**src/logic/dmac_map.svh**
```systemverilog
// Purpose: register offsets, field positions, reset values and counts for the DMA channel block
// Assumes: 8-bit special-function-register port, five channels
// Notes: included by the package and the top module
// Contract
// RULE_01: Interrupt-enable set means an interrupt request when transfer count is reached.
// RULE_02: Variable length byte mode takes count from first byte, seven or eight bits.
// RULE_03: Low priority always lets a competing CPU access go first.
// RULE_04: Normal priority grants DMA over CPU on at least every second try.
// RULE_05: High priority always grants DMA first; software never writes encoding 11.
// RULE_06: Abort write cancels transfers and arm state of channels selected alongside.
// RULE_07: Software sets abort and exactly the arm bits of channels to abort.
// RULE_08: No transfer happens on a channel whose arm bit is clear.
// RULE_09: Non-repetitive modes clear the arm bit at transfer count; repeated keep it.
// RULE_10: Writing one to a soft trigger bit acts as one trigger; zero does nothing.
// RULE_11: Soft trigger bit clears when the channel is granted access.
// RULE_12: Five channels on bits 4..0; trigger register bits 7..5 read zero.
// RULE_13: Trigger select 00000 starts transfers only by the soft trigger bit.
// RULE_14: A per-channel done flag is set when the transfer count is reached.
// RULE_15: Abort bit always reads zero; aborted channels end with arm bits cleared.
`ifndef DMAC_MAP_SVH
`define DMAC_MAP_SVH
`define DMAC_ARM_ADDR 8'hd6
`define DMAC_REQ_ADDR 8'hd7
`define DMAC_ARM_RESET 8'h00
`define DMAC_REQ_RESET 8'h00
`define DMAC_ABORT_BIT 7
`define DMAC_NUM_CH 5
`define DMAC_FIFO_DEPTH 32
`define DMAC_VARIABLE_LENGTH_MODE_FIXED 3'b000
`define DMAC_VARIABLE_LENGTH_MODE_FIXED2 3'b111
`define DMAC_TRIG_NONE 5'h00
`endif

```
**src/logic/dmac_pkg.sv**
```systemverilog
// Purpose: types shared by the DMA channel block
// Assumes: constants come from dmac_map.svh
// Notes: one config struct per channel
`include "dmac_map.svh"
package dmac_pkg;
    typedef enum logic [1:0] {
        DMAC_PRI_LOW = 2'b00,
        DMAC_PRI_NORMAL = 2'b01,
        DMAC_PRI_HIGH = 2'b10,
        DMAC_PRI_RSVD = 2'b11
    } dmac_pri_t;

    typedef enum logic [1:0] {
        DMAC_MODE_SINGLE = 2'b00,
        DMAC_MODE_BLOCK = 2'b01,
        DMAC_MODE_REP_SINGLE = 2'b10,
        DMAC_MODE_REP_BLOCK = 2'b11
    } dmac_mode_t;

    // Per-channel configuration as read from the descriptor
    typedef struct packed {
        logic channel_irq_enable;
        logic length_seven_bit_select;
        logic [2:0] variable_length_mode;
        logic transfer_unit_size;
        logic [4:0] trigger_source_select;
        dmac_mode_t mode;
        dmac_pri_t priority_level;
        logic [7:0] fixed_len;
    } dmac_cfg_t;

    // Word moved through the data path
    typedef struct packed {
        logic [2:0] chan;
        logic [15:0] data;
    } dmac_word_t;

    typedef enum logic [1:0] {
        DMAC_ST_IDLE = 2'b00,
        DMAC_ST_REQ = 2'b01,
        DMAC_ST_XFER = 2'b10
    } dmac_state_t;
endpackage

```
**src/logic/dmac_channel_ctrl.sv**
```systemverilog
// Purpose: arm, abort, soft trigger, priority arbitration and count tracking for five channels
// Assumes: SFR port on mclk_in; CPU memory request from same-clock logic; triggers are pins
// Notes: data moves source to FIFO to destination; FIFO drain may stall the channel
`include "dmac_map.svh"
module dmac_channel_ctrl
    import dmac_pkg::*;
#(
    parameter int NCH = `DMAC_NUM_CH,
    parameter int FIFO_DEPTH = `DMAC_FIFO_DEPTH
) (
    // Clock, reset, enable
    input wire logic mclk_in,
    input wire logic rst_in,
    input wire logic ce_in,
    // SFR port
    input wire logic [7:0] sfr_addr_in,
    input wire logic sfr_wr_in,
    input wire logic [7:0] sfr_wdata_in,
    output logic [7:0] sfr_rdata_out,
    // Channel configuration
    input dmac_cfg_t cfg_in [NCH],
    // External trigger pins, one per channel
    input wire logic [NCH-1:0] ext_trig_in,
    // Memory arbitration against the CPU
    input wire logic cpu_mem_req_in,
    output logic cpu_mem_grant_out,
    output logic dma_mem_grant_out,
    output logic [2:0] grant_chan_out,
    // Source read data for the granted channel
    input wire logic [15:0] src_data_in,
    // Destination side stream
    output logic dst_valid_out,
    output logic [18:0] dst_data_out,
    input wire logic dst_ready_in,
    // Status
    output logic [NCH-1:0] channel_done_flag_out,
    input wire logic [NCH-1:0] done_flag_clear_in,
    output logic [NCH-1:0] irq_out
);
    initial begin
        if (NCH < 1 || NCH > 5) begin
            $error("dmac_channel_ctrl: NCH must be 1 to 5");
        end
    end

    logic [NCH-1:0] channel_arm_bit;
    logic [NCH-1:0] channel_soft_trigger_bit;
    logic [NCH-1:0] pending;
    logic [NCH-1:0] done_flag;
    logic [NCH-1:0] trig_s1;
    logic [NCH-1:0] trig_s2;
    logic [NCH-1:0] trig_s3;
    logic [NCH-1:0] trig_rise;
    logic [NCH-1:0] done_evt;
    logic [NCH-1:0] lost_last;
    logic [7:0] remain [NCH];
    logic [NCH-1:0] len_loaded;
    dmac_state_t state;
    logic [2:0] cur;
    logic [2:0] next_cur;
    logic next_found;
    logic fifo_ready;
    logic want_dma;
    logic dma_wins;
    logic arm_wr;
    logic req_wr;
    logic abort_wr;
    logic [NCH-1:0] abort_sel;

    // Length from the first source byte
    function automatic logic [7:0] first_len(input dmac_cfg_t c, input logic [15:0] d);
        if (c.length_seven_bit_select) begin
            first_len = {1'b0, d[6:0]}; // RULE_02
        end else begin
            first_len = d[7:0]; // RULE_02
        end
    endfunction

    // Variable-length byte mode active
    function automatic logic is_variable_length_mode(input dmac_cfg_t c);
        is_variable_length_mode = (c.variable_length_mode != `DMAC_VARIABLE_LENGTH_MODE_FIXED)
            && (c.variable_length_mode != `DMAC_VARIABLE_LENGTH_MODE_FIXED2)
            && !c.transfer_unit_size; // RULE_02
    endfunction

    assign arm_wr = ce_in && sfr_wr_in && (sfr_addr_in == `DMAC_ARM_ADDR);
    assign req_wr = ce_in && sfr_wr_in && (sfr_addr_in == `DMAC_REQ_ADDR);
    assign abort_wr = arm_wr && sfr_wdata_in[`DMAC_ABORT_BIT];
    assign abort_sel = sfr_wdata_in[NCH-1:0]; // RULE_07

    // Trigger pins: three stages, rising edge when stage two is high and stage three is still low
    always_ff @(posedge mclk_in or posedge rst_in) begin
        if (rst_in) begin
            trig_s1 <= '0;
            trig_s2 <= '0;
            trig_s3 <= '0;
        end else if (ce_in) begin
            trig_s1 <= ext_trig_in;
            trig_s2 <= trig_s1;
            trig_s3 <= trig_s2;
        end
    end

    // Hardware source ignored when select is zero; chained source is previous done
    always_comb begin
        for (int i = 0; i < NCH; i++) begin
            if (cfg_in[i].trigger_source_select == `DMAC_TRIG_NONE) begin
                trig_rise[i] = 1'b0; // RULE_13
            end else if (cfg_in[i].trigger_source_select == 5'h01) begin
                trig_rise[i] = (i == 0) ? done_evt[NCH-1] : done_evt[(i+NCH-1)%NCH];
            end else begin
                trig_rise[i] = trig_s2[i] && !trig_s3[i];
            end
        end
    end

    // Arm bits: software write, abort, and hardware clear at count
    always_ff @(posedge mclk_in or posedge rst_in) begin
        if (rst_in) begin
            channel_arm_bit <= '0;
        end else if (ce_in) begin
            for (int i = 0; i < NCH; i++) begin
                if (abort_wr && abort_sel[i]) begin
                    channel_arm_bit[i] <= 1'b0; // RULE_06 RULE_15
                end else if (arm_wr && !sfr_wdata_in[`DMAC_ABORT_BIT]) begin
                    channel_arm_bit[i] <= sfr_wdata_in[i];
                end else if (done_evt[i] && (cfg_in[i].mode == DMAC_MODE_SINGLE
                        || cfg_in[i].mode == DMAC_MODE_BLOCK)) begin
                    channel_arm_bit[i] <= 1'b0; // RULE_09
                end
            end
        end
    end

    // Soft trigger bits: write one sets, grant clears, set wins over clear
    always_ff @(posedge mclk_in or posedge rst_in) begin
        if (rst_in) begin
            channel_soft_trigger_bit <= '0;
        end else if (ce_in) begin
            for (int i = 0; i < NCH; i++) begin
                if (req_wr && sfr_wdata_in[i]) begin
                    channel_soft_trigger_bit[i] <= 1'b1; // RULE_10
                end else if (state == DMAC_ST_REQ && dma_wins && cur == 3'(i)) begin
                    channel_soft_trigger_bit[i] <= 1'b0; // RULE_11
                end
            end
        end
    end

    // Hardware trigger events latched until served; only armed channels keep them
    always_ff @(posedge mclk_in or posedge rst_in) begin
        if (rst_in) begin
            pending <= '0;
        end else if (ce_in) begin
            for (int i = 0; i < NCH; i++) begin
                if (!channel_arm_bit[i] || (abort_wr && abort_sel[i])) begin
                    pending[i] <= 1'b0; // RULE_08
                end else if (trig_rise[i]) begin
                    pending[i] <= 1'b1;
                end else if (state == DMAC_ST_REQ && dma_wins && cur == 3'(i)) begin
                    pending[i] <= 1'b0;
                end
            end
        end
    end

    // Lowest armed channel with a request is served next
    // Block modes keep asking after one trigger until the count is reached
    always_comb begin
        next_cur = '0;
        next_found = 1'b0;
        for (int i = NCH - 1; i >= 0; i--) begin
            if (channel_arm_bit[i] && (pending[i] || channel_soft_trigger_bit[i]
                    || (len_loaded[i] && (cfg_in[i].mode == DMAC_MODE_BLOCK
                    || cfg_in[i].mode == DMAC_MODE_REP_BLOCK)))) begin
                next_cur = 3'(i); // RULE_08
                next_found = 1'b1;
            end
        end
    end

    // Priority arbitration against the CPU
    assign want_dma = (state == DMAC_ST_REQ) && fifo_ready;
    always_comb begin
        case (cfg_in[cur].priority_level)
            DMAC_PRI_LOW: dma_wins = want_dma && !cpu_mem_req_in; // RULE_03
            DMAC_PRI_NORMAL: dma_wins = want_dma && (!cpu_mem_req_in || lost_last[cur]); // RULE_04
            DMAC_PRI_HIGH: dma_wins = want_dma; // RULE_05
            default: dma_wins = want_dma && !cpu_mem_req_in; // Reserved code treated as low
        endcase
    end
    assign dma_mem_grant_out = dma_wins;
    assign cpu_mem_grant_out = cpu_mem_req_in && !dma_wins;
    assign grant_chan_out = cur;

    // Remember a lost try so normal priority wins the next one
    always_ff @(posedge mclk_in or posedge rst_in) begin
        if (rst_in) begin
            lost_last <= '0;
        end else if (ce_in && want_dma) begin
            lost_last[cur] <= !dma_wins; // RULE_04
        end
    end

    // Channel sequencer
    always_ff @(posedge mclk_in or posedge rst_in) begin
        if (rst_in) begin
            state <= DMAC_ST_IDLE;
            cur <= '0;
        end else if (ce_in) begin
            case (state)
                DMAC_ST_IDLE: begin
                    if (next_found) begin
                        cur <= next_cur;
                        state <= DMAC_ST_REQ;
                    end
                end
                DMAC_ST_REQ: begin
                    if (abort_wr && abort_sel[cur]) begin
                        state <= DMAC_ST_IDLE; // RULE_06
                    end else if (!channel_arm_bit[cur]) begin
                        state <= DMAC_ST_IDLE; // RULE_08
                    end else if (dma_wins) begin
                        state <= DMAC_ST_XFER;
                    end
                end
                DMAC_ST_XFER: state <= DMAC_ST_IDLE;
                default: state <= DMAC_ST_IDLE;
            endcase
        end
    end

    // Remaining count per channel; first byte loads it in variable-length mode
    always_ff @(posedge mclk_in or posedge rst_in) begin
        if (rst_in) begin
            for (int i = 0; i < NCH; i++) begin
                remain[i] <= 8'h00;
            end
            len_loaded <= '0;
        end else if (ce_in) begin
            for (int i = 0; i < NCH; i++) begin
                if ((abort_wr && abort_sel[i]) || done_evt[i]) begin
                    len_loaded[i] <= 1'b0; // RULE_06
                end else if (state == DMAC_ST_XFER && cur == 3'(i)) begin
                    if (!len_loaded[i]) begin
                        remain[i] <= is_variable_length_mode(cfg_in[i]) ? first_len(cfg_in[i], src_data_in)
                            : cfg_in[i].fixed_len - 8'h01;
                        len_loaded[i] <= 1'b1;
                    end else begin
                        remain[i] <= remain[i] - 8'h01;
                    end
                end
            end
        end
    end

    // Count reached: last transfer of a loaded channel, a one-word fixed job, or a zero first byte in variable-length mode
    always_comb begin
        for (int i = 0; i < NCH; i++) begin
            done_evt[i] = ce_in && state == DMAC_ST_XFER && cur == 3'(i)
                && ((len_loaded[i] && remain[i] == 8'h01)
                || (!len_loaded[i] && !is_variable_length_mode(cfg_in[i]) && cfg_in[i].fixed_len == 8'h01)
                || (!len_loaded[i] && is_variable_length_mode(cfg_in[i])
                && first_len(cfg_in[i], src_data_in) == 8'h00));
        end
    end

    // Done flags: set wins over software clear
    always_ff @(posedge mclk_in or posedge rst_in) begin
        if (rst_in) begin
            done_flag <= '0;
        end else if (ce_in) begin
            done_flag <= done_evt | (done_flag & ~done_flag_clear_in); // RULE_14
        end
    end
    assign channel_done_flag_out = done_flag;

    // Interrupt request gated per channel
    always_comb begin
        for (int i = 0; i < NCH; i++) begin
            irq_out[i] = done_flag[i] && cfg_in[i].channel_irq_enable; // RULE_01
        end
    end

    // Register readback; abort and unused bits read zero
    always_ff @(posedge mclk_in or posedge rst_in) begin
        if (rst_in) begin
            sfr_rdata_out <= 8'h00;
        end else if (ce_in) begin
            case (sfr_addr_in)
                `DMAC_ARM_ADDR: sfr_rdata_out <= 8'(channel_arm_bit); // RULE_15
                `DMAC_REQ_ADDR: sfr_rdata_out <= 8'(channel_soft_trigger_bit); // RULE_12
                default: sfr_rdata_out <= 8'h00;
            endcase
        end
    end

    // Data path buffer; a full buffer stalls the grant
    dmac_fifo #(.WIDTH(19), .DEPTH(FIFO_DEPTH)) u_fifo (
        .mclk_in(mclk_in),
        .rst_in(rst_in),
        .ce_in(ce_in),
        .in_valid_in(state == DMAC_ST_XFER),
        .in_data_in({cur, src_data_in}),
        .in_ready_out(fifo_ready),
        .out_valid_out(dst_valid_out),
        .out_data_out(dst_data_out),
        .out_ready_in(dst_ready_in)
    );
endmodule

```
**src/logic/dmac_fifo.sv**
```systemverilog
// Purpose: synchronous FIFO of flip-flops in the DMA data path
// Assumes: single clock, valid/ready on both sides
// Notes: full and empty come straight from the fill count
module dmac_fifo #(
    parameter int WIDTH = 19,
    parameter int DEPTH = 32
) (
    // Clock and reset
    input wire logic mclk_in,
    input wire logic rst_in,
    input wire logic ce_in,
    // Fill side
    input wire logic in_valid_in,
    input wire logic [WIDTH-1:0] in_data_in,
    output logic in_ready_out,
    // Drain side
    output logic out_valid_out,
    output logic [WIDTH-1:0] out_data_out,
    input wire logic out_ready_in
);
    localparam int AW = $clog2(DEPTH);

    initial begin
        if (DEPTH < 2 || (1 << AW) != DEPTH || WIDTH < 1) begin
            $error("dmac_fifo: DEPTH must be a power of two of at least 2");
        end
    end

    logic [WIDTH-1:0] mem [DEPTH];
    logic [AW-1:0] wr_ptr;
    logic [AW-1:0] rd_ptr;
    logic [AW:0] count;
    logic do_wr;
    logic do_rd;

    // Honest flags from the fill count
    assign in_ready_out = (count != (AW+1)'(DEPTH));
    assign out_valid_out = (count != '0);
    assign do_wr = ce_in && in_valid_in && in_ready_out;
    assign do_rd = ce_in && out_valid_out && out_ready_in;
    assign out_data_out = mem[rd_ptr];

    // Storage has no reset, only the pointers and count do
    always_ff @(posedge mclk_in) begin
        if (do_wr) begin
            mem[wr_ptr] <= in_data_in;
        end
    end

    // Pointers and count
    always_ff @(posedge mclk_in or posedge rst_in) begin
        if (rst_in) begin
            wr_ptr <= '0;
            rd_ptr <= '0;
            count <= '0;
        end else begin
            if (do_wr) begin
                wr_ptr <= wr_ptr + 1'b1;
            end
            if (do_rd) begin
                rd_ptr <= rd_ptr + 1'b1;
            end
            if (do_wr && !do_rd) begin
                count <= count + 1'b1;
            end else if (do_rd && !do_wr) begin
                count <= count - 1'b1;
            end
        end
    end
endmodule

```
**config.mk**
```make
export PLATFORM = sky130hd
export DESIGN_NAME = dmac_channel_ctrl
export DESIGN_NICKNAME = d
export VERILOG_FILES = /design/src/logic/dmac_pkg.sv /design/src/logic/dmac_channel_ctrl.sv /design/src/logic/dmac_fifo.sv
export VERILOG_INCLUDE_DIRS = /design/src /design/src/logic
export SDC_FILE = /design/constraint.sdc
export NUM_CORES = 1
export LEC_CHECK = 0
export ABC_AREA = 0
export BUFFER_PORTS_ARGS = -buffer_cell sky130_fd_sc_hd__buf_4
export CAP_MARGIN = 30
export CORE_MARGIN = 2
export CORE_UTILIZATION = 55
export CTS_BUF_LIST = sky130_fd_sc_hd__clkbuf_4 sky130_fd_sc_hd__clkbuf_8 sky130_fd_sc_hd__clkbuf_16
export CTS_CLUSTER_DIAMETER = 50
export DETAILED_ROUTE_END_ITERATION = 6
export PLACE_DENSITY = 0.84
export SETUP_SLACK_MARGIN = 0.2
export SYNTH_ARGS = -nofsm -noshare
export SYNTH_HDL_FRONTEND = slang
export SYNTH_SLANG_ARGS = --single-unit
export TNS_END_PERCENT = 50
```
**constraint.sdc**
```tcl
create_clock -name mclk_in -period 3.5 [get_ports mclk_in]
set_clock_uncertainty 0.05 [all_clocks]
set_input_delay 0.7 -clock mclk_in [delete_from_list [all_inputs] [get_ports mclk_in]]
set_output_delay 0.7 -clock mclk_in [all_outputs]
set_load 0.005 [all_outputs]
```
== Word-level counts from Yosys, hierarchy flattened ==
Memories as Yosys holds them, arrays and structs flattened.
Index checks and enable logic that the tools add are counted.

* Register bits: 114
* Memory bits (writable): 608
* Output and inout port bits: 43
* Logic and storage cells: 460
* Memories kept: 1

* $add $sub $neg: 14
* Order comparisons: 3
* Eq/ne operators: 43
* Multiplexer cells: 103
* Bitwise gates (word level): 9
* Reductions and logical operators: 251

{| class="wikitable"
|+ Memories
! memory !! words !! bits a word !! read ports !! clocked after memory_dff !! write ports !! line !! source
|-
| u_fifo.mem || 32 || 19 || 1 || 0 || 1 || dmac_fifo.sv:29 || <nowiki>logic [WIDTH-1:0] mem [DEPTH];</nowiki>
|}

{| class="wikitable"
|+ Operators with widths
! kind !! count
|-
| 8-bit 2-to-1 mux || 15
|-
| 1-bit logical AND || 109
|-
| 8-bit by 1-bit == test with 1-bit output, second input constant || 10
|-
| 8-bit by 1-bit subtractor with 8-bit output, second input constant || 10
|-
| 23-bit binary-select mux with 3-bit select || 1
|-
| 1-bit 2-to-1 mux || 66
|-
| 3-bit nonzero test || 15
|-
| 1-bit logical OR || 41
|-
| 8-bit logical NOT || 5
|-
| 2-bit AND reduction || 20
|-
| 1-bit logical NOT || 30
|-
| 5-bit by 1-bit == test with 1-bit output, second input constant || 5
|-
| 5-bit logical NOT || 5
|-
| 2-bit nonzero test || 11
|-
| 3-bit AND reduction || 7
|-
| 10-bit 2-to-1 mux || 2
|-
| 8-bit == test, second input constant || 2
|-
| 3-bit 2-to-1 mux || 5
|-
| 3-bit inequality test, second input constant || 5
|-
| 2-bit by 1-bit == test with 1-bit output, second input constant || 7
|-
| 2-bit == test, second input constant || 7
|-
| 2-bit logical NOT || 6
|-
| 6-bit 2-to-1 mux || 2
|-
| 5-bit by 1-bit adder with 5-bit output, second input constant || 2
|-
| other kinds (25) || 35
|}

== Logic depth before layout (Yosys ltp) ==
Gate-level depths: netlist (run 1).

* Depth in word-level cells: 13
* Gate-level depth with buffers: 14
* Gate-level depth less buffers: 13

== Cells and area by module ==
A second synthesis (run 1) with hierarchy kept.

* Cells, all modules: 1967
* Area total of the unflattened synthesis: 31221.2 um^2

{| class="wikitable"
|+ By module, submodules not included
! module !! instances !! cells an instance !! area each (um^2)
|-
| dmac_fifo || 1 || 1136 || 24178.2
|-
| dmac_channel_ctrl || 1 || 831 || 7043.0
|}

== Worst setup path before layout (run 1) ==
No wires, ideal clock.

* Path type: input port to flip-flop
* Start point: input ce_in
* End point: register u_fifo.count[5]
* Library setup time: 0.130 ns
* Data arrival time: 3.013 ns
* Required time: 3.320 ns
* Setup slack: 0.307 ns
* Stages on the path: 13
* Buffers on the path: 3
* Path through: clkbuf_1 -> and3b_1 -> buf_2 -> and2_1 -> clkbuf_1 -> ha_1 -> inv_1 -> ha_1 -> nor4_1 -> a31o_2 -> a41oi_1 -> o211ai_1 -> xor2_1

* Longest elaborated chain between the ends: 5
* Elaborated cells between the ends (all ways): 10
* Classes of those cells: mux (1); reduce/logical (9)

{| class="wikitable"
|+ Ends and longest elaborated chain
! element !! line !! source
|-
| start, declared || dmac_channel_ctrl.sv:14 || <nowiki>input wire logic ce_in,</nowiki>
|-
| 1-bit logical AND (*) (2 in series) || dmac_fifo.sv:39 || <nowiki>assign do_wr = ce_in && in_valid_in && in_ready_out;</nowiki>
|-
| via u_fifo.do_wr || dmac_fifo.sv:33 || <nowiki>logic do_wr;</nowiki>
|-
| 1-bit logical NOT || dmac_fifo.sv:65 || <nowiki>end else if (do_rd && !do_wr) begin</nowiki>
|-
| 1-bit logical AND || dmac_fifo.sv:65 ||
|-
| 2-bit nonzero test (no line) || -- ||
|-
| end signal, assigned || dmac_fifo.sv:64 || <nowiki>count <= count + 1'b1;</nowiki>
|-
| end signal, assigned || dmac_fifo.sv:66 || <nowiki>count <= count - 1'b1;</nowiki>
|-
| end, declared || dmac_fifo.sv:32 || <nowiki>logic [AW:0] count;</nowiki>
|}

The timed path passes the listed nets; every way through them passes the cells marked *.
A chain may end at the register's enable or synchronous reset.

== Final worst setup path (run 1) ==
* Start point: register u_fifo.rd_ptr[0]
* End point: output dst_data_out[13]

* Longest elaborated chain between the ends: 1

{| class="wikitable"
|+ Ends and longest elaborated chain
! element !! line !! source
|-
| start, declared || dmac_fifo.sv:31 || <nowiki>logic [AW-1:0] rd_ptr;</nowiki>
|-
| start signal, assigned || dmac_fifo.sv:61 || <nowiki>rd_ptr <= rd_ptr + 1'b1;</nowiki>
|-
| memory 32 x 19 bit || -- ||
|-
| end, declared || dmac_channel_ctrl.sv:33 || <nowiki>output logic [18:0] dst_data_out,</nowiki>
|}

No other way between the ends.

==> flow_summary.toml, run 1 <==
[layout]
syn_to_final_growth_pct = 19.3
most-common-layout-cells = "edfxtp_1, buf_4, mux4_2, dfrtp_1, nand2_1"
largest_register_ffs = 608
regMostFlops = "u_fifo.mem"
diodes = 0
nFillCells = 3627
drive_gt1_share_pct = 33.0
layout_commonest_cell = "edfxtp_1"
finalNetCount = 2321
finalNonFillerCells = 2943
largestRegisters = "u_fifo.mem (608), remain (40), u_fifo.count (6)"

[synthesis]
yosysTopAreaCellShare_pct = 58.9
ys_ff_latch = 719
ys_async_sr_fraction_pct = 15.4
synth_edf_count = 608
ys_types = 74
synth_flop_cell = "edfxtp_1"
synth_area_um2 = 31000
yosysSeqAreaShare_pct = 67.9
syn_inst = 1835
synth_area_per_cell_um2 = 16.9
synth-warning-count = 0
yosys-top-cells-area = "edfxtp_1, mux4_2, dfrtp_1"
synth_top_area_cell = "edfxtp_1"

[setup_path]
crit_type = "reg2out"
cp-start-kind = "register"
max_stage_delay_ns = 0.57
end_kind = "primary output"
cp_top_family = "multiplexers"
path_cells = "buf_12 -> buf_12 -> buf_16 -> mux4_2 -> mux4_2 -> mux2_4 -> buf_6"
cp.arrival_ns = 3.10
crit_slowest_cell = "mux4_2"
worstPathRequired_ns = 2.75
cp_num_buf_inv = 4
path_max_fanout = 7

[timing]
rsz0062_at_grt = "yes"
finalSetupTns_ns = -5.27
setup_viol = 20
final_max_slew_viol_count = 0
fin_crit_ns = 3.85
max_freq_ghz = 0.260
setup_ws_ns = -0.349
relSlewSlack_pct = 47.2
post-route-period-util_pct = 110
hold_viol_final = 0
tightestPinTransition_ns = 0.793

[detailed_routing]
post-route-drc-count = 0
drtPass1Iterations = 5
drt_iter0_drc = 2204
totalWireLength_um = 87800
routed_via_density = 6.54
wire_per_inst_um = 29.8
ant_nets = 0
num_vias = 19200

[floorplan]
dieArea_um2 = 58300
dieWidth_um = 241
floorplan.initialDensity_pct = 55.3
core.rowCount = 87
core-area_um2 = 56100
die_height_um = 241
top_level_ports = 206

[run]
drv_cap = 0

[placed_design]
dp_cells = 2789
place_ws_ns = 0.0391
place_hpwl_um = 51100
port_buffers = 200
place_congestion = 0.931

[global_route]
grt_pass1_vias = 19700
antenna_found_initial = 1
overflow = 0
grt.total_usage_pct = 30.9
grt_max_degree = 89
grt_first_pass_wirelength_um = 128000

[clocking]
cts_buffer_depth = 3
cts-htree-levels = 3
hold_buffers = 0
clkTransAtPathRegs_ns = 0.06
worstSkewPairLatency_ns = 0.62
cts_tree = "done"
clock-root-buffer = "clkbuf_16"
cts.sinks = 719
cts-buffers-inserted = 74

[hold_path]
hp-class = "in2async"

[run_status]
status = "finished with violations"
violations = "setup timing"

[power]
power_mw = 25.4
pwr_density_cell_nw_per_um2 = 686
ir_drop_uv = 476
p_leak_nw = 13.0
==> cell families (layout without fill, tap and decap cells) <==
group | Yosys count | in the layout | share of synthesized area [%]
AO/OA/AOI/OAI | 260 | 260 | 5.52
XOR/XNOR | 43 | 43 | 1.21
adder cells (fa/ha/maj) | 31 | 31 | 1.28
buffers and inverters | 142 | 492 | 1.94
flip-flops | 719 | 719 | 67.9
multiplexers | 238 | 238 | 15.6
other | 1 | 3 | 0.0121
AND/OR/NAND/NOR | 401 | 401 | 6.61
==> power breakdown <==
group | internal, mW | total [mW] | leakage (nW) | switching, mW
Sequential | 9.53 | 9.79 | 6.91 | 0.258
Clock | 4.58 | 7.98 | 1.22 | 3.40
Combinational | 4.04 | 7.62 | 4.86 | 3.58
Total | 18.2 | 25.4 | 13.0 | 7.24
==> synthesized netlist by cell type (33+ instances only) <==
master	number
xnor2_1	33
mux4_2	190
clkbuf_1	55
nand2_1	83
o21ai_0	55
nor2_1	109
inv_1	54
nand3_1	37
a21oi_1	69
mux2_2	39
dfrtp_1	111
edfxtp_1	608
==> routing by layer <==
layer  vias up  routed length [um]  track usage (%)
li1       7929                   -                -
met1      9814               30600             37.9
met2      1301               45600             54.0
met3       202                8050             6.21
met4         2                3540             12.2
met5         -                  15                0
==> final cells by class <==
class / instances / area, um^2 / area share, %
Multi-Input combinational cell: 976 / 9580 / 25.9
Sequential cell: 719 / 21100 / 56.9
Timing Repair Buffer: 302 / 2770 / 7.48
Inverter: 54 / 206 / 0.558
Clock inverter: 48 / 448 / 1.21
Tap cell: 756 / 946 / 2.56
Clock buffer: 88 / 2000 / 5.40
==> final timing paths <==
kind	startpoint	end	slack (ns)	depth (start not counted)
max in group asynchronous	rst_in	remain[26]$_DFFE_PP0P_	2.39	3
min in group mclk_in	ext_trig_in[4]	trig_s1[4]$_DFFE_PP0P_	0.27	2
worst min register to register	u_fifo.count[5]$_DFFE_PP0P_	u_fifo.count[5]$_DFFE_PP0P_	0.44	1
worst min-delay path	rst_in	remain[19]$_DFFE_PP0P_	0.11	2
worst max-delay path	u_fifo.rd_ptr[0]$_DFFE_PP0P_	dst_data_out[13]	-0.35	7
worst max register to register	u_fifo.count[1]$_DFFE_PP0P_	u_fifo.count[5]$_DFFE_PP0P_	0.36	10
==> repair_timing <==
action / 4_1_cts / 5_1_grt
pin swaps: 1 / 1
gates cloned: 5 / 1
setup endpoints to repair: 23 / 23
hold endpoints to repair: 0 / 0
gates resized for setup: 49 / 21
buffers inserted: 11 / 0
==> metrics by stage <==
stage | utilization [%] | hold slack [ns] | area, um^2
6_report | 66.0 | 0.112 | 37000
3_3_place_gp | 60.5 | 0.429 | 33900
3_5_place_dp | 60.6 | 0.427 | 34000
5_1_grt | 66.0 | 0.146 | 37000
2_1_floorplan | - | 0.407 | 31000
4_1_cts | 65.8 | 0.109 | 36900
Note: power is estimated with default switching activity, not from simulation.
==> inputs of run 2 (changes only) <==
--- a/config.mk
+++ b/config.mk
@@ -9,7 +9,6 @@
 export ABC_AREA = 0
 export BUFFER_PORTS_ARGS = -buffer_cell sky130_fd_sc_hd__buf_4
 export CAP_MARGIN = 30
-export CORE_MARGIN = 2
 export CORE_UTILIZATION = 55
 export CTS_BUF_LIST = sky130_fd_sc_hd__clkbuf_4 sky130_fd_sc_hd__clkbuf_8 sky130_fd_sc_hd__clkbuf_16
 export CTS_CLUSTER_DIAMETER = 50
==> flow_summary.toml, run 2 (synthesis gave the netlist of run 1 again) <==
[run_status]
status = "finished with violations"
violations = "DRC, setup timing"

[placed_design]
place_hpwl_um = 49600
dp_cells = 2781
place_congestion = 0.939
port_buffers = 200

[setup_path]
r2r-end = "u_fifo.count[5]$_DFFE_PP0P_"
r2r-start = "u_fifo.count[0]$_DFFE_PP0P_"
worstPathRequired_ns = 2.75
cp.arrival_ns = 3.07
cp-start-kind = "register"
crit_type = "reg2out"
rrSetupSlack_ns = 0.33
reg2reg_depth = 12
path_max_fanout = 6
end_kind = "primary output"

[detailed_routing]
routed_via_density = 6.58
num_vias = 19400
totalWireLength_um = 89500
drtPass1Iterations = 7
drt_iter0_drc = 2245
wire_per_inst_um = 30.4
ant_nets = 0
post-route-drc-count = 1

[timing]
setup_ws_ns = -0.317
tightestPinTransition_ns = 0.859
rsz0062_at_grt = "yes"
max_freq_ghz = 0.262
relSlewSlack_pct = 42.4
final_max_slew_viol_count = 0
fin_crit_ns = 3.82
hold_viol_final = 0
setup_viol = 19
post-route-period-util_pct = 109
finalSetupTns_ns = -5.23

[floorplan]
dieArea_um2 = 57300
top_level_ports = 206
core-area_um2 = 55400
dieWidth_um = 239
die_height_um = 239
floorplan.initialDensity_pct = 55.9
core.rowCount = 86

[clocking]
cts_tree = "done"
cts-buffers-inserted = 75
clock-root-buffer = "clkbuf_16"
clkTransAtPathRegs_ns = 0.06
cts_buffer_depth = 3
cts.sinks = 719
cts-htree-levels = 3
worstSkewPairLatency_ns = 0.63

[layout]
most-common-layout-cells = "edfxtp_1, buf_4, mux4_2, dfrtp_1, nand2_1"
regMostFlops = "u_fifo.mem"
largest_register_ffs = 608
largestRegisters = "u_fifo.mem (608), remain (40), u_fifo.count (6)"
finalNonFillerCells = 2950
finalNetCount = 2334
syn_to_final_growth_pct = 20.1
nFillCells = 3549
diodes = 0
post-route-util_pct = 67.2
layout_commonest_cell = "edfxtp_1"
drive_gt1_share_pct = 33.7

[global_route]
grt_max_degree = 112
grt_pass1_vias = 19700
overflow = 0
grt_first_pass_wirelength_um = 129000
grt.total_usage_pct = 31.8
antenna_found_initial = 2

[power]
swShare_pct = 28.6
seq_power_share_pct = 37.7
p_clk_share_pct = 32.1
p_leak_nw = 13.1
p_int_mw = 18.6
pwr-share-comb_pct = 30.2
ir_drop_uv = 497
pwr_density_cell_nw_per_um2 = 698
p_sw_mw = 7.43

[hold_path]
hp-class = "in2async"

[run]
drv_cap = 0
==> run 2: cell count changes in the layout (fill, tap and decap cells not counted), moves of 3 or more <==
cell       before  now
clkinv_2       14    9
bufinv_16       6    9
clkbuf_4       11   19
buf_4         254  265
inv_6           3    7
buf_16          9   13
clkinv_1       16    8
buf_8           5    2
==> run 2: layout make-up <==
| cell class | count | area, um^2 | area share [%] |
|---|---|---|---|
| sequential | 719 | 21100 | 56.5 |
| multi-input combinational | 976 | 9560 | 25.7 |
| tap | 748 | 936 | 2.51 |
| inverter | 54 | 206 | 0.554 |
| clock buffer | 95 | 2030 | 5.46 |
| timing repair buffer | 314 | 2900 | 7.79 |
| clock inverter | 44 | 553 | 1.49 |
==> run 2: per-stage QoR <==
| stage | cell area (um^2) | total power [mW] | setup WS, ns | hold WS [ns] |
|---|---|---|---|---|
| global route | 37200 | 26.7 | -0.346 | 0.249 |
| global placement | 33900 | 16.1 | 0.179 | 0.430 |
| floorplan | 31000 | 13.9 | 0.307 | 0.407 |
| finish | 37200 | 26.0 | -0.317 | 0.164 |
| CTS | 37100 | 25.7 | -0.327 | 0.229 |
| detailed placement | 33900 | 16.4 | 0.0977 | 0.433 |
==> run 2: timing repair <==
item	in CTS	in global routing
resized for setup	53	18
cloned	8	0
buffers inserted	13	6
setup endpoints to repair	22	23
hold buffers	0	0
endpoints found under the hold margin	0	0
==> run 2: worst max-delay path, stage by stage, from the launching register on <==
cell and delay [ns]:
dfrtp_4 0.45, buf_12 0.15, buf_12 0.16, buf_6 0.17, mux4_2 0.52, mux4_2 0.52
mux2_4 0.33, buf_4 0.15
==> run 2: metal layers <==
layer	global-route usage, %	share of wire, %	vias up
li1	-	-	7982
met3	6.78	9.1	213
met4	13.2	4.4	0
met5	0	0	-
met2	55.4	52	1325
met1	38.6	35	9877
==> run 2: how the worst max path moves through the flow <==
stage	from	to	slack [ns]	depth (start not counted)
2_1_floorplan	ce_in	u_fifo.count[5]$_DFFE_PP0P_	0.31	13
3_3_place_gp	u_fifo.count[0]$_DFFE_PP0P_	u_fifo.count[5]$_DFFE_PP0P_	0.18	13
3_5_place_dp	u_fifo.count[1]$_DFFE_PP0P_	u_fifo.count[5]$_DFFE_PP0P_	0.1	12
4_1_cts	u_fifo.rd_ptr[0]$_DFFE_PP0P_	dst_data_out[5]	-0.33	6
5_1_grt	u_fifo.rd_ptr[0]$_DFFE_PP0P_	dst_data_out[3]	-0.35	7
6_report	u_fifo.rd_ptr[0]$_DFFE_PP0P_	dst_data_out[18]	-0.32	7
==> run 2: power groups by stage <==
stage	Clock, mW	Combinational [mW]	Sequential [mW]
after global placement	0	6.06	10.0
after CTS	8.40	7.43	9.86
after detailed placement	0	6.33	10.0
after floorplan	0	4.10	9.83
final	8.35	7.85	9.79
after global routing	8.74	8.15	9.80
